### src/rtl/sdwfb_pkg.sv
`default_nettype none

package sdwfb_pkg;

  // clock and timing
  localparam int CLK_MHZ        = 200;
  localparam int SELECT_LOW_US  = 2000;
  localparam int SELECT_LOW_CYC = SELECT_LOW_US * CLK_MHZ;
  localparam int WD_PERCENT     = 50;
  localparam int WD_W           = 16;

  // flag vector layout
  localparam int NUM_FLAGS = 22;
  localparam int DATA_W    = 16;
  localparam int CAN_LSB   = 0;
  localparam int CAN_W     = 6;
  localparam int IO_LSB    = 6;
  localparam int IO_W      = 16;

  localparam int IDX_CANL_VDD     = 0;
  localparam int IDX_CANL_GND     = 1;
  localparam int IDX_CANH_VBAT    = 2;
  localparam int IDX_CANH_VDD     = 3;
  localparam int IDX_CANH_GND     = 4;
  localparam int IDX_CAN_WAKE     = 5;
  localparam int IDX_HS_IO3_SHORT = 6;
  localparam int IDX_HS_IO2_SHORT = 7;
  localparam int IDX_PARITY       = 8;
  localparam int IDX_SELECT_STUCK = 9;
  localparam int IDX_SUP2_UV      = 10;
  localparam int IDX_SUP1_OV      = 11;
  localparam int IDX_IO1_THERMAL  = 12;
  localparam int IDX_WD_HALF      = 13;
  localparam int IDX_WAKE_IO24    = 14;
  localparam int IDX_WAKE_IO13    = 15;
  localparam int IDX_SPI_WAKE     = 16;
  localparam int IDX_FORCED_WAKE  = 17;
  localparam int IDX_INT_TIMEOUT  = 18;
  localparam int IDX_LP_OFF       = 19;
  localparam int IDX_RESET_REQ    = 20;
  localparam int IDX_DEBUG_EXIT   = 21;

  // flags that need the cause gone before a read clears them
  localparam logic [NUM_FLAGS-1:0] RECOVER_MASK = 22'h001CDF;
  localparam logic [NUM_FLAGS-1:0] FLAG_RST     = 22'h000000;
  localparam logic                 GRP_CAN      = 1'b0;
  localparam logic                 GRP_IO       = 1'b1;

  // analog detector levels, asynchronous to mclk
  typedef struct packed {
    logic canl_vdd;
    logic canl_gnd;
    logic canh_vbat;
    logic canh_vdd;
    logic canh_gnd;
    logic high_side_switch_io3;
    logic high_side_switch_io2;
    logic supply2_undervoltage;
    logic supply1_overvoltage;
    logic io1_thermal;
    logic debug_select_pin_low;
  } sdwfb_fault_t;

  // one-cycle events from logic on mclk
  typedef struct packed {
    logic can_wake;
    logic parity_error;
    logic wake_io24;
    logic wake_io13;
    logic spi_wake;
    logic forced_wake_event;
    logic int_timeout;
    logic low_power_regulator_off_mode;
    logic reset_by_spi;
  } sdwfb_event_t;

  typedef struct packed {
    logic              valid;
    logic [DATA_W-1:0] data;
  } sdwfb_rd_t;

endpackage

`default_nettype wire

### src/rtl/sdwfb_flag_cell.sv
`timescale 1ns/100ps
`default_nettype none

module sdwfb_flag_cell
#(
  parameter bit RECOVER = 1'b0
)
(
  // clock and reset
  input  wire logic mclk,
  input  wire logic arst_n,
  // flag control
  input  wire logic set,
  input  wire logic cause,
  input  wire logic read_clr,
  // state
  output logic      flag
);

  // with RECOVER set, a read only clears once the cause is gone
  wire clr_ok = read_clr && !(RECOVER && cause);

  // set wins over a clear in the same cycle
  always_ff @(posedge mclk or negedge arst_n)
  begin
    if (!arst_n)
      flag <= 1'b0;
    else
      flag <= set | (flag & ~clr_ok);
  end

endmodule

`default_nettype wire

### src/rtl/sdwfb_flag_bank.sv
// What this block does
// - Five CAN line short flags latch; clear on read after fault gone.
// - I/O3 high-side short to ground latches; clears on read after recovery.
// - I/O2 high-side short to ground latches; clears on read after recovery.
// - SPI parity error sets a flag; an I/O group flag read clears it.
// - Select held low beyond 2.0 ms sets a flag; read clears it.
// - Supply 2 undervoltage latches; clears on read after supply recovers.
// - Supply 1 overvoltage latches; clears on read after supply recovers.
// - I/O1 switch over-temperature latches; clears on read after cooling.
// - In flash mode, watchdog past half its period sets a flag.
// - Wake on I/O2 or I/O4 sets shared flag; read clears it.
// - Wake on I/O1 or I/O3 sets shared flag; read clears it.
// - SPI wake from regulator-on low power sets flag; read clears.
// - Forced timer wake sets flag; read clears it.
// - Interrupt service timeout expiry sets flag; read clears it.
// - Selecting regulator-off low power sets flag; read clears it.
// - Reset requested by SPI command sets flag; read clears it.
// - Hardware debug exit on low debug pin sets flag; read clears.
// - CAN bus wake sets flag; read clears it.
`timescale 1ns/100ps
`default_nettype none

module sdwfb_flag_bank
  import sdwfb_pkg::*;
#(
  parameter int SELECT_LOW_CYCLES = sdwfb_pkg::SELECT_LOW_CYC,
  parameter int WDW               = sdwfb_pkg::WD_W
)
(
  // clock and reset
  input  wire logic                    mclk,
  input  wire logic                    arst_n,
  // detector levels and pins
  input  wire sdwfb_pkg::sdwfb_fault_t fault_in,
  input  wire logic                    spi_select_n,
  // events and mode levels from device logic
  input  wire sdwfb_pkg::sdwfb_event_t event_in,
  input  wire logic                    debug_mode,
  input  wire logic                    flash_mode,
  input  wire logic [WDW-1:0]          wd_elapsed,
  input  wire logic [WDW-1:0]          wd_period,
  // flag read
  input  wire logic                    flag_read,
  input  wire logic                    flag_read_group,
  // results
  output sdwfb_pkg::sdwfb_rd_t         rd,
  output logic [sdwfb_pkg::NUM_FLAGS-1:0] flags
);
  import sdwfb_pkg::*;

  localparam int CNT_W = $clog2(SELECT_LOW_CYCLES + 2);
  localparam logic [CNT_W-1:0] SEL_LIM = CNT_W'(SELECT_LOW_CYCLES);
  localparam logic [CNT_W-1:0] SEL_SAT = CNT_W'(SELECT_LOW_CYCLES + 1);

  generate
    if (SELECT_LOW_CYCLES < 1 || WDW < 2)
    begin : g_bad_param
      $error("sdwfb_flag_bank: unusable parameter values");
    end
  endgenerate

  function automatic logic [DATA_W-1:0] group_data
  (
    input logic [NUM_FLAGS-1:0] f,
    input logic                 grp
  );
    logic [DATA_W-1:0] d;
    d = '0;
    if (grp == GRP_CAN)
      d[CAN_W-1:0] = f[CAN_LSB +: CAN_W];
    else
      d = f[IO_LSB +: IO_W];
    return d;
  endfunction

  ////////////////////////////////////////////////////////////////////////////
  // synchronisers for asynchronous levels

  sdwfb_fault_t fault_meta;
  sdwfb_fault_t fault_sync;
  logic         sel_meta;
  logic         sel_sync;
  logic         dbg_low_prev;

  always_ff @(posedge mclk or negedge arst_n)
  begin
    if (!arst_n)
    begin
      fault_meta   <= '0;
      fault_sync   <= '0;
      sel_meta     <= 1'b1;
      sel_sync     <= 1'b1;
      dbg_low_prev <= 1'b0;
    end
    else
    begin
      fault_meta   <= fault_in;
      fault_sync   <= fault_meta;
      sel_meta     <= spi_select_n;
      sel_sync     <= sel_meta;
      dbg_low_prev <= fault_sync.debug_select_pin_low;
    end
  end

  ////////////////////////////////////////////////////////////////////////////
  // select low timer

  logic [CNT_W-1:0] sel_cnt;
  logic [CNT_W-1:0] next_sel_cnt;
  wire              sel_low   = !sel_sync;
  wire              sel_stuck = sel_low && (sel_cnt == SEL_LIM);

  assign next_sel_cnt = !sel_low            ? '0 :
                        (sel_cnt == SEL_SAT) ? sel_cnt :
                        sel_cnt + 1'b1;

  always_ff @(posedge mclk or negedge arst_n)
  begin
    if (!arst_n)
      sel_cnt <= '0;
    else
      sel_cnt <= next_sel_cnt;
  end

  ////////////////////////////////////////////////////////////////////////////
  // derived events

  wire [WDW+7:0] wd_scaled  = (WDW+8)'(wd_elapsed) * (WDW+8)'(100);
  wire [WDW+7:0] wd_limit   = (WDW+8)'(wd_period) * (WDW+8)'(WD_PERCENT);
  wire           wd_half    = flash_mode && (wd_scaled > wd_limit);
  wire           debug_exit = debug_mode
                           && fault_sync.debug_select_pin_low
                           && !dbg_low_prev;

  ////////////////////////////////////////////////////////////////////////////
  // set and cause vectors

  logic [NUM_FLAGS-1:0] cause;
  logic [NUM_FLAGS-1:0] set;
  logic [NUM_FLAGS-1:0] read_clr;

  always_comb
  begin
    cause                   = '0;
    cause[IDX_CANL_VDD]     = fault_sync.canl_vdd;
    cause[IDX_CANL_GND]     = fault_sync.canl_gnd;
    cause[IDX_CANH_VBAT]    = fault_sync.canh_vbat;
    cause[IDX_CANH_VDD]     = fault_sync.canh_vdd;
    cause[IDX_CANH_GND]     = fault_sync.canh_gnd;
    cause[IDX_HS_IO3_SHORT] = fault_sync.high_side_switch_io3;
    cause[IDX_HS_IO2_SHORT] = fault_sync.high_side_switch_io2;
    cause[IDX_SUP2_UV]      = fault_sync.supply2_undervoltage;
    cause[IDX_SUP1_OV]      = fault_sync.supply1_overvoltage;
    cause[IDX_IO1_THERMAL]  = fault_sync.io1_thermal;
  end

  always_comb
  begin
    set                   = cause & RECOVER_MASK;
    set[IDX_CAN_WAKE]     = event_in.can_wake;
    set[IDX_PARITY]       = event_in.parity_error;
    set[IDX_SELECT_STUCK] = sel_stuck;
    set[IDX_WD_HALF]      = wd_half;
    set[IDX_WAKE_IO24]    = event_in.wake_io24;
    set[IDX_WAKE_IO13]    = event_in.wake_io13;
    set[IDX_SPI_WAKE]     = event_in.spi_wake;
    set[IDX_FORCED_WAKE]  = event_in.forced_wake_event;
    set[IDX_INT_TIMEOUT]  = event_in.int_timeout;
    set[IDX_LP_OFF]       = event_in.low_power_regulator_off_mode;
    set[IDX_RESET_REQ]    = event_in.reset_by_spi;
    set[IDX_DEBUG_EXIT]   = debug_exit;
  end

  wire read_can = flag_read && (flag_read_group == GRP_CAN);
  wire read_io  = flag_read && (flag_read_group == GRP_IO);

  ////////////////////////////////////////////////////////////////////////////
  // flag cells

  genvar gi;
  generate
    for (gi = 0; gi < NUM_FLAGS; gi++)
    begin : g_flag
      assign read_clr[gi] = (gi < IO_LSB) ? read_can : read_io;
      sdwfb_flag_cell
      #(
        .RECOVER (RECOVER_MASK[gi])
      )
      u_cell
      (
        .mclk     (mclk),
        .arst_n   (arst_n),
        .set      (set[gi]),
        .cause    (cause[gi]),
        .read_clr (read_clr[gi]),
        .flag     (flags[gi])
      );
    end
  endgenerate

  ////////////////////////////////////////////////////////////////////////////
  // read answer

  always_ff @(posedge mclk or negedge arst_n)
  begin
    if (!arst_n)
      rd <= '0;
    else
    begin
      rd.valid <= flag_read;
      rd.data  <= flag_read ? group_data(flags, flag_read_group) : rd.data;
    end
  end

  ////////////////////////////////////////////////////////////////////////////
  // checks

  can_short_clear_a: assert property (
    @(posedge mclk) disable iff (!arst_n)
    read_can && flags[IDX_CANL_VDD] && !fault_sync.canl_vdd
    |=> !flags[IDX_CANL_VDD]
        ##1 (!flags[IDX_CANL_VDD] || $past(fault_sync.canl_vdd))
  )
  else $error("canl short flag not cleared after recovered read");

  io3_short_set_a: assert property (
    @(posedge mclk) disable iff (!arst_n)
    $rose(fault_sync.high_side_switch_io3)
    |=> flags[IDX_HS_IO3_SHORT]
  )
  else $error("io3 short flag not latched");

  io2_short_hold_a: assert property (
    @(posedge mclk) disable iff (!arst_n)
    flags[IDX_HS_IO2_SHORT] && !read_io
    |=> flags[IDX_HS_IO2_SHORT]
  )
  else $error("io2 short flag lost without read");

  parity_flag_a: assert property (
    @(posedge mclk) disable iff (!arst_n)
    event_in.parity_error |=> flags[IDX_PARITY]
  )
  else $error("parity flag not set");

  select_stuck_a: assert property (
    @(posedge mclk) disable iff (!arst_n)
    sel_low && (sel_cnt == SEL_LIM) |=> flags[IDX_SELECT_STUCK]
  )
  else $error("select stuck flag not set at limit");

  select_early_a: assert property (
    @(posedge mclk) disable iff (!arst_n)
    !flags[IDX_SELECT_STUCK] && (sel_cnt < SEL_LIM)
    |=> !flags[IDX_SELECT_STUCK]
  )
  else $error("select stuck flag set too early");

  supply2_uv_a: assert property (
    @(posedge mclk) disable iff (!arst_n)
    fault_sync.supply2_undervoltage |=> flags[IDX_SUP2_UV]
  )
  else $error("supply2 undervoltage flag not set");

  supply1_ov_hold_a: assert property (
    @(posedge mclk) disable iff (!arst_n)
    flags[IDX_SUP1_OV] && fault_sync.supply1_overvoltage
    |=> flags[IDX_SUP1_OV]
  )
  else $error("supply1 overvoltage flag cleared while present");

  thermal_hold_a: assert property (
    @(posedge mclk) disable iff (!arst_n)
    flags[IDX_IO1_THERMAL] && read_io && fault_sync.io1_thermal
    |=> flags[IDX_IO1_THERMAL]
  )
  else $error("thermal flag cleared while hot");

  wd_half_set_a: assert property (
    @(posedge mclk) disable iff (!arst_n)
    flash_mode && (wd_scaled > wd_limit) |=> flags[IDX_WD_HALF]
  )
  else $error("watchdog half flag not set");

  wake_io24_a: assert property (
    @(posedge mclk) disable iff (!arst_n)
    event_in.wake_io24 |=> flags[IDX_WAKE_IO24]
  )
  else $error("io2/io4 wake flag not set");

  wake_io13_a: assert property (
    @(posedge mclk) disable iff (!arst_n)
    event_in.wake_io13 |=> flags[IDX_WAKE_IO13]
  )
  else $error("io1/io3 wake flag not set");

  spi_wake_clr_a: assert property (
    @(posedge mclk) disable iff (!arst_n)
    read_io && flags[IDX_SPI_WAKE] && !event_in.spi_wake
    |=> !flags[IDX_SPI_WAKE]
  )
  else $error("spi wake flag not cleared by read");

  forced_wake_clr_a: assert property (
    @(posedge mclk) disable iff (!arst_n)
    read_io && !event_in.forced_wake_event |=> !flags[IDX_FORCED_WAKE]
  )
  else $error("forced wake flag not cleared by read");

  int_timeout_a: assert property (
    @(posedge mclk) disable iff (!arst_n)
    event_in.int_timeout |=> flags[IDX_INT_TIMEOUT]
  )
  else $error("interrupt timeout flag not set");

  lp_off_set_a: assert property (
    @(posedge mclk) disable iff (!arst_n)
    event_in.low_power_regulator_off_mode |=> flags[IDX_LP_OFF]
  )
  else $error("regulator off mode flag not set");

  reset_req_set_a: assert property (
    @(posedge mclk) disable iff (!arst_n)
    event_in.reset_by_spi |=> flags[IDX_RESET_REQ]
  )
  else $error("reset request flag not set");

  can_wake_clr_a: assert property (
    @(posedge mclk) disable iff (!arst_n)
    read_can && flags[IDX_CAN_WAKE] && !event_in.can_wake
    |=> !flags[IDX_CAN_WAKE]
  )
  else $error("can wake flag not cleared by read");

  ov_recover_clr_a: assert property (
    @(posedge mclk) disable iff (!arst_n)
    read_io && flags[IDX_SUP1_OV] && !fault_sync.supply1_overvoltage
    |=> !flags[IDX_SUP1_OV]
  )
  else $error("overvoltage flag kept after recovered read");

  debug_exit_a: assert property (
    @(posedge mclk) disable iff (!arst_n)
    debug_mode && $rose(fault_sync.debug_select_pin_low)
    |=> flags[IDX_DEBUG_EXIT]
  )
  else $error("debug exit flag not set");

  read_answer_a: assert property (
    @(posedge mclk) disable iff (!arst_n)
    flag_read
    |=> rd.valid
        && (rd.data == group_data($past(flags), $past(flag_read_group)))
  )
  else $error("read answer wrong or late");

endmodule

`default_nettype wire

### config.mk
export PLATFORM = sky130hd
export DESIGN_NAME = sdwfb_flag_bank
export DESIGN_NICKNAME = d
export VERILOG_FILES = /design/src/rtl/sdwfb_pkg.sv /design/src/rtl/sdwfb_flag_cell.sv /design/src/rtl/sdwfb_flag_bank.sv
export SDC_FILE = /design/constraint.sdc
export NUM_CORES = 1
export LEC_CHECK = 0
export BUFFER_PORTS_ARGS = -buffer_cell sky130_fd_sc_hd__buf_2
export CAP_MARGIN = 25
export CORE_MARGIN = 4
export CORE_UTILIZATION = 59
export DETAILED_ROUTE_END_ITERATION = 8
export PLACE_DENSITY = 0.82
export SYNTH_ARGS = -nofsm -noshare
export SYNTH_HDL_FRONTEND = slang
export SYNTH_SLANG_ARGS = --single-unit
### constraint.sdc
create_clock -name mclk -period 2.45 [get_ports mclk]
set_input_delay 0.3675 -clock mclk [delete_from_list [all_inputs] [get_ports mclk]]
set_output_delay 0.3675 -clock mclk [all_outputs]
set_load 0.01 [all_outputs]
==> out/qor.yml, run 1 <==
outcome: "complete, but fails checks"
failed_checks: "setup timing"
pwr-share-comb: 0.537
via_count: 5646
cp-end-kind: "flop"
die_w_microns: 115.5
htreeDepth: 3
critPathMaxStageDelay_ns: 0.50
worstSetupPathType: "in -> reg"
min_to: "sel_meta"
n_fill_cell: 634
swShare: 0.3644
rsz0062_at_grt: "true"
r2r_end: "sel_cnt[18]"
grt_pass1_wl_microns: 26440
yosys_most_used_dff: "dfrtp_1"
start_util: 0.6151
drt_iter0_drc: 267
synth_nets: 919
mostFrequentLayoutCells: "114 x inv_1, 98 x buf_4, 92 x ha_1, 92 x buf_2, 81 x dfrtp_1"
wl_per_cell_microns: 15.47
setup-violations-final: 1
drive_gt1_frac: 0.3356
worstSkewPairLatency_ns: 0.33
yosysTopAreaCell: "dfrtp_1"
num_rows: 38
grtUsageTotal: 0.2446
routed_wl_microns: 15950
clk_pin_slew_ns: 0.06
synth.area.top_cells: "dfrtp_1 30%, ha_1 23%, inv_1 6.8%, fa_1 6.5%, a21o_1 3.3%"
placed_cell_area_sq_um: 8363
max_freq_mhz: 270.5
numCtsBuffers: 9
clockBufferDepth: 2
final_common_cell: "inv_1"
synthCells: 711
grt_max_degree: 84
synth_warnings: 0
grt_use_met2: 0.4761
min_path_type: "in -> reg"
crit_fanout: 4
tightest_slew_ns: 0.6390
clock_power_share: 0.223
dp_hpwl_microns: 12380
finalWorstPathRequiredPeriod_ns: 3.697
leakagePower_nw: 4.528
min_from: "spi_select_n"
diodes: 0
die_area_sq_um: 13330
drc: 0
postLayoutCoreUtil: 0.8092
holdPathStages: 1
power_density_nw_per_um2: 705.7
met1_usage: 0.2695
cp_data_arrival_time_ns: 3.89
crit_chain: "buf_2, ha_1, ha_1, inv_1, fa_1, inv_1, ha_4, o21a_1, o211ai_1, buf_4, nand3_1, a21oi_2, xnor2_1, ha_1, nand4_1, nor2_2, nand3_1, nand2_1, o221ai_1"
syn_to_final_growth_pct: 31.56
synth_edf_count: 0
synth.avg_cell_area_sq_um: 9.584
yosys.area.top_type_share: 0.2975
startpoint_type: "input port"
critPathBufInv: 4
ios: 98
p_switching_mw: 2.305
grt.busiest_layer: "met2"
clock_sinks: 83
grt_overflow: 0
cts_tree: "built"
fin_area_sq_um: 8965
critPathTopFamily: "adder cells"
r2r_start: "sel_cnt[0]"
grt_pass1_vias: 6149
root_buffer: "clkbuf_16"
vias_per_cell: 5.476
gr-usage-met3: 0.03499
die_h_microns: 115.5
worst_slack_ns: -1.247
grt_antenna_before_repair: 0
reg2regPathDepth: 7
gp_congestion: 0.9201
drv_slew: 0
syn_area_sq_um: 6814
seq_area_frac_synth: 0.3052
maxSlewHeadroom: 0.5730
portBuffers: 97
p_int_mw: 4.021
nNetsFinal: 1094
core_area_sq_um: 11080
crit_path_top_delay_cell: "fa_1"
r2r_setup_slack_ns: 0.58
area.sequential_sq_um: 2079
clock-skew-final_ns: 0.005579
seqPwrFrac: 0.241
ant_nets: 0
ir_drop_mv: 0.6212
ys_ff_latch: 83
synth-async-reset-ratio: 1.000
place_ws_ns: -1.613
cp_common_cell: "ha_1"
fin_crit_sh: 1.509
cp_data_required_time_ns: 2.65
firstDrtPassIters: 4
multi_input_area_sq_um: 4653
cap_violations: 0
hold_viol: 0
ys_types: 56
power by group through the flow:
stage | clock network [mW] | logic (mW) | registers, mW
finish | 1.41 | 3.40 | 1.52
detailed placement | 0 | 3.11 | 1.54
CTS | 1.43 | 3.32 | 1.52
global placement | 0 | 2.93 | 1.54
global route | 1.50 | 3.79 | 1.53
floorplan | 0 | 2.12 | 1.54
worst register-to-register path, stage by stage (launching register included):
cell and delay, ns:
dfrtp_1 0.45, ha_1 0.22, and3_1 0.20, and3_4 0.23, nand4_4 0.16, nor3_1 0.26, xnor2_1 0.17, nor2_1 0.07
through the flow:
step	power, mW	setup TNS (ns)	std cells	hold slack, ns
2_1_floorplan	3.662	-1.138	711	0.07191
3_3_place_gp	4.462	-1.454	1007	0.3315
3_5_place_dp	4.653	-1.613	1007	0.3347
4_1_cts	6.270	-1.138	1028	0.1243
5_1_grt	6.819	-1.390	1031	0.1234
6_report	6.326	-1.247	1031	0.1328
metal layers:
metal | share of wire | up-vias
li1 | - | 2736
met5 | 0 | -
met3 | 0.040 | 39
met2 | 0.55 | 162
met1 | 0.38 | 2709
met4 | 0.023 | 0
synth_stat cells, types with 20 or more instances:
| cell type | instances |
|---|---|
| xor2_1 | 20 |
| o21ai_0 | 27 |
| inv_1 | 124 |
| nand3_1 | 25 |
| nor2_1 | 43 |
| dfrtp_1 | 81 |
| a21o_1 | 30 |
| fa_1 | 22 |
| nand2_1 | 23 |
| buf_4 | 22 |
| a21oi_1 | 45 |
| ha_1 | 127 |
| xnor2_1 | 23 |
flip-flops by register name (all words and copies together) (netlist names):
name,count
sel_meta,1
sel_cnt,19
sel_sync,1
rd,17
dbg_low_prev,1
g_flag.u_cell.flag,22
cause,10
fault_sync,1
fault_meta,11
how the worst max path moves through the flow:
stage / startpoint / endpoint / slack (ns) / depth (start not counted)
global placement: wd_period[3] / g_flag[13].u_cell.flag / -1.45 / 20
global route: wd_elapsed[4] / g_flag[13].u_cell.flag / -1.39 / 20
floorplan: wd_elapsed[3] / g_flag[13].u_cell.flag / -1.14 / 19
CTS: wd_period[4] / g_flag[13].u_cell.flag / -1.14 / 19
detailed placement: wd_period[3] / g_flag[13].u_cell.flag / -1.61 / 17
finish: wd_elapsed[6] / g_flag[13].u_cell.flag / -1.25 / 19
logic make-up (layout without fill, tap and decap cells):
logic type,Yosys count,in the layout,share of synthesized area
flops,83,83,0.3052
xor+xnor,43,43,0.05527
compound gates,136,136,0.1260
buf+inv,155,335,0.09879
mux,8,8,0.01175
fa+ha+maj,149,149,0.2978
simple gates,137,137,0.1052
timing repair:
item	CTS	global route
endpoints found under the setup margin	1	1
gates resized for setup	28	10
endpoints found under the hold margin	0	21
hold buffers	0	1
pin swaps	38	15
setup buffers	5	1
final cells by class:
class / count / share of cell area
Timing Repair Buffer: 195 / 0.1418
Tap cell: 140 / 0.01954
Sequential cell: 83 / 0.2320
Multi-Input combinational cell: 473 / 0.5191
Clock inverter: 5 / 0.007537
Clock buffer: 11 / 0.02819
Inverter: 124 / 0.05192
Power figures use the tool's default switching activity.
==> run 2, diff against run 1 <==
- CORE_UTILIZATION: 59 -> 60
- CTS_BUF_LIST: default -> sky130_fd_sc_hd__clkbuf_8
- PLACE_DENSITY: 0.82 -> 0.83
- SLEW_MARGIN: default -> 10
==> out/qor.yml, run 2 (synthesized netlist as in run 1, its figures left out) <==
clock-skew-final_ns: 0.008129  # +0.002550 ns
failed_checks: "setup timing"
cp.depth: 19  # unchanged
ant_nets: 0  # unchanged
gp_congestion: 0.9446  # +2.7%
postCtsHoldBufs: 0  # unchanged
mostFrequentLayoutCells: "111 x inv_1, 103 x buf_4, 92 x ha_1, 90 x buf_2, 81 x dfrtp_1"
ir_drop_mv: 0.9057  # +46%
grtUsageTotal: 0.2388  # -0.005816
drc: 0  # unchanged
totalNegativeSetupSlack_ns: -1.321  # -0.07383 ns
core_area_sq_um: 10980  # -0.86%
num_rows: 38  # unchanged
firstDrtPassIters: 5  # +1
diodes: 0  # unchanged
setup-violations-final: 1  # unchanged
grt_antenna_before_repair: 0  # unchanged
die_area_sq_um: 13130  # -1.6%
ios: 98  # unchanged
clk_pin_slew_ns: 0.09  # +0.03 ns
critPathMaxStageDelay_ns: 0.51  # about the same
critPathTopFamily: "adder cells"
tightest_slew_ns: 0.6566  # +0.01763 ns
htreeDepth: 3  # unchanged
crit_start: "wd_period[4]"
routed_wl_microns: 15870  # -0.50%
grt_pass1_wl_microns: 25560  # -3.3%
worstSkewPairLatency_ns: 0.35  # +0.02 ns
drive_gt1_frac: 0.3415  # +0.005940
startpoint_type: "input port"
hold_viol: 0  # unchanged
root_buffer: "clkbuf_8"
start_util: 0.6204  # +0.005325
top_regs: "g_flag.u_cell.flag x22, sel_cnt x19, rd x17"
cp_common_cell: "ha_4"
grt_pass1_vias: 5858  # -4.7%
wl_per_cell_microns: 15.31  # -0.98%
largest-register: "g_flag.u_cell.flag"
worst_slack_ns: -1.321  # -0.07383 ns
min_path_type: "in -> async"
outcome: "complete, but fails checks"
cp_data_arrival_time_ns: 3.98  # +0.09 ns
grt_max_degree: 48  # -43%
maxSlewHeadroom: 0.5612  # -0.01178
crit_chain: "buf_6, ha_4, ha_4, inv_2, fa_1, inv_2, ha_4, o21ai_2, o211ai_1, nand3_2, o221ai_4, nor4b_4, nor3_2, ha_1, a21o_1, a21oi_2, o21ai_1, a21oi_1, o221ai_1"
worstSetupPathType: "in -> reg"
crit_fanout: 3  # -1
cts_tree: "built"
cp-end-kind: "flop"
reg2regPathDepth: 6  # -1
portBuffers: 97  # unchanged
n_fill_cell: 627  # -1.1%
cap_violations: 0  # unchanged
power_density_nw_per_um2: 686.9  # -2.7%
final_common_cell: "inv_1"
finalWorstPathRequiredPeriod_ns: 3.771  # +0.07383 ns
via_count: 5695  # +0.87%
numCtsBuffers: 9  # unchanged
leakagePower_nw: 4.524  # -0.10%
endpoint: "g_flag[13].u_cell.flag"
die_w_microns: 114.6  # -0.78%
critPathBufInv: 3  # -1
r2r_end: "sel_cnt[16]"
drv_slew: 0  # unchanged
postLayoutCoreUtil: 0.8109  # +0.001652
fin_crit_sh: 1.539  # +0.03013
largest_reg_flops: 22  # unchanged
rsz0062_at_grt: "true"
dp_hpwl_microns: 12210  # -1.3%
clock_sinks: 83  # unchanged
max_freq_mhz: 265.2  # -2.0%
nNetsFinal: 1099  # +0.46%
grt_overflow: 0  # unchanged
clockBufferDepth: 2  # unchanged
die_h_microns: 114.6  # -0.78%
vias_per_cell: 5.497  # +0.38%
r2r_start: "sel_cnt[0]"
crit_path_top_delay_cell: "fa_1"
syn_to_final_growth_pct: 30.70
r2r_setup_slack_ns: 0.56  # -0.02 ns
drt_iter0_drc: 216  # -19%
cp_data_required_time_ns: 2.66  # about the same
==> run 2: worst min path at each step <==
| stage | startpoint | end | slack, ns | cells past startpoint |
|---|---|---|---|---|
| after global routing | arst_n | fault_meta[9] | 0.04 | 1 |
| after global placement | fault_meta[7] | cause[3] | 0.33 | 0 |
| after detailed placement | fault_meta[7] | cause[3] | 0.34 | 0 |
| after CTS | arst_n | fault_meta[8] | 0.02 | 1 |
| after floorplan | arst_n | cause[0] | 0.07 | 0 |
| final | arst_n | fault_meta[8] | 0.008 | 1 |
==> run 2: final cells by class <==
type | instances | area (sq um) | share of cell area
multi-input cells | 473 | 4661 | 0.5233
flip-flops and latches | 83 | 2079 | 0.2335
repair buffers | 200 | 1319 | 0.1481
well taps | 140 | 175.2 | 0.01967
clock buffers | 9 | 123.9 | 0.01391
inverters | 124 | 465.4 | 0.05226
clock inverters | 7 | 82.58 | 0.009272
==> run 2: where the power goes <==
part | switching [mW] | internal, mW
logic | 1.78 | 1.80
clock network | 0.516 | 0.490
registers | 0.0673 | 1.46
==> run 2: what timing repair did <==
action | in CTS | in global routing
setup endpoints to repair | 1 | 1
endpoints found under the hold margin | 0 | 0
pin swaps | 38 | 42
buffers inserted | 3 | 5
gates resized for setup | 22 | 26
==> run 2: stage by stage <==
step                      std cells  power, mW  setup slack (ns)  hold slack [ns]  cell area (sq um)
after CTS                      1031      5.874            -1.126          0.02284               8743
after detailed placement       1012      4.669            -1.564           0.3379               8413
after global placement         1012      4.485            -1.453           0.3320               8413
after floorplan                 711      3.662            -1.138          0.07191               7232
final                          1036      6.118            -1.321         0.007866               8906
after global routing           1036      6.567            -1.440          0.04483               8906
==> run 2: layer usage <==
layer,part of all wire,track usage
met1,0.38,0.2734
met2,0.55,0.4587
met3,0.038,0.02220
met4,0.025,0.08314
met5,0,0
==> run 3, diff against run 2 <==
- BUFFER_PORTS_ARGS: -buffer_cell sky130_fd_sc_hd__buf_2 -> default
- CORE_UTILIZATION: 60 -> 67
- DONT_BUFFER_PORTS: default -> 1
==> out/qor.yml, run 3 (synthesized netlist as in run 1, its figures left out) <==
outcome: "complete, but fails checks"
failed_checks: "setup timing"
grt_overflow: 0  # unchanged
holdWs_ns: 0.02641  # +0.01855 ns
worstSkewPairLatency_ns: 0.37  # +0.02 ns
grt_max_degree: 84  # +75%
root_buffer: "clkbuf_8"
routed_wl_microns: 17230  # +8.6%
crit_path_top_delay_cell: "fa_1"
htreeDepth: 3  # unchanged
critPathTopFamily: "adder cells"
rsz0062_at_grt: "true"
cp-end-kind: "flop"
clockBufferDepth: 2  # unchanged
critPathMaxStageDelay_ns: 0.50  # about the same
via_count: 5431  # -4.6%
grt_pass1_wl_microns: 25780  # +0.86%
numCtsBuffers: 9  # unchanged
cap_violations: 0  # unchanged
vias_per_cell: 5.968  # +8.6%
grt_antenna_before_repair: 0  # unchanged
n_fill_cell: 526  # -16%
ant_nets: 0  # unchanged
cts_tree: "built"
leakagePower_nw: 4.023  # -11%
drt_iter0_drc: 283  # +31%
cp_data_required_time_ns: 2.68  # +0.02 ns
die_h_microns: 108.8  # -5.0%
syn_to_final_growth_pct: 22.79
mostFrequentLayoutCells: "108 x inv_1, 84 x ha_1, 81 x dfrtp_1, 71 x buf_4, 40 x nor2_1"
largest-register: "g_flag.u_cell.flag"
nNetsFinal: 980  # -11%
setup-violations-final: 1  # unchanged
startpoint_type: "input port"
grtUsageTotal: 0.2760  # +0.03715
num_rows: 36  # -5.3%
crit_chain: "ha_4, ha_4, inv_2, fa_1, inv_2, ha_4, o21ai_2, o211ai_1, nand3_2, o21ai_1, a21oi_1, xor2_1, ha_1, a21o_1, a21o_1, a21oi_2, o21ai_2, a21oi_2, o221ai_2"
finalWorstPathRequiredPeriod_ns: 3.690  # -0.08122 ns
die_area_sq_um: 11850  # -9.7%
diodes: 0  # unchanged
max_freq_mhz: 271.0  # +2.2%
firstDrtPassIters: 4  # -1
crit_fanout: 3  # unchanged
worstSetupPathType: "in -> reg"
dp_hpwl_microns: 11790  # -3.4%
largest_reg_flops: 22  # unchanged
cp_data_arrival_time_ns: 3.92  # -0.06 ns
power_density_nw_per_um2: 744.8  # +8.4%
maxSlewHeadroom: 0.5961  # +0.03489
drv_slew: 0  # unchanged
fin_crit_sh: 1.506  # -0.03315
clk_pin_slew_ns: 0.10  # about the same
top_regs: "g_flag.u_cell.flag x22, sel_cnt x19, rd x17"
core_area_sq_um: 9819  # -11%
clock_sinks: 83  # unchanged
tightest_slew_ns: 0.6044  # -0.05221 ns
ir_drop_mv: 0.8978  # -0.87%
drc: 0  # unchanged
final_common_cell: "inv_1"
portBuffers: 0  # -100%
min_path_type: "in -> reg"
totalNegativeSetupSlack_ns: -1.240  # +0.08122 ns
grt_pass1_vias: 5792  # -1.1%
critPathBufInv: 2  # -1
die_w_microns: 108.8  # -5.0%
start_util: 0.6939  # +0.07352
wl_per_cell_microns: 18.93  # +24%
cp_common_cell: "ha_4"
hold_viol: 0  # unchanged
gp_congestion: 0.8659  # -8.3%
drive_gt1_frac: 0.2535  # -0.08798
clock-skew-final_ns: 0.01692  # +0.008786 ns
worst_slack_ns: -1.240  # +0.08122 ns
ios: 98  # unchanged
[run 3: metrics by stage]
stage	utilization	total power [mW]	setup WS [ns]	instance area [sq um]	instances
finish	0.8521	6.232	-1.240	8367	910
global route	0.8521	6.672	-1.352	8367	910
CTS	0.8354	5.911	-0.9454	8203	903
detailed placement	0.7835	4.490	-1.434	7694	880
global placement	0.7835	4.317	-1.309	7694	880
floorplan	-	3.662	-1.138	7232	711
[run 3: final cells by class]
class	count	area, sq um	area share
Sequential cell	83	2079	0.2485
Tap cell	133	166.4	0.01989
Clock inverter	7	105.1	0.01256
Inverter	124	465.4	0.05563
Clock buffer	9	123.9	0.01480
Multi-Input combinational cell	473	4775	0.5707
Timing Repair Buffer	81	651.9	0.07791
[run 3: timing repair]
item	in CTS	in global routing
resized for setup	36	18
buffers inserted	4	1
hold endpoints to repair	84	6
setup endpoints to repair	1	1
pin swaps	45	26
hold buffers	3	6
[run 3: path summary, 6_finish.rpt]
kind                                from                      to  slack, ns  cells past startpoint
max                         wd_period[3]  g_flag[13].u_cell.flag      -1.24                     19
max reg2reg                   sel_cnt[0]             sel_cnt[18]       0.50                      7
min in group asynchronous         arst_n           fault_meta[8]       0.57                      2
min                          fault_in[7]           fault_meta[7]       0.03                      0
min reg2reg                fault_meta[2]               cause[11]       0.36                      0
max in group asynchronous         arst_n                sel_meta       1.51                      2
[run 3: where the power goes]
group | switching (mW) | internal, mW
Combinational | 1.77 | 1.73
Clock | 0.560 | 0.593
Sequential | 0.119 | 1.46
[run 3: routing by layer]
| metal | global-route usage | share of wire |
|---|---|---|
| met5 | 0 | 0 |
| met4 | 0.1235 | 0.045 |
| met3 | 0.04973 | 0.046 |
| met2 | 0.5459 | 0.57 |
| met1 | 0.2765 | 0.34 |
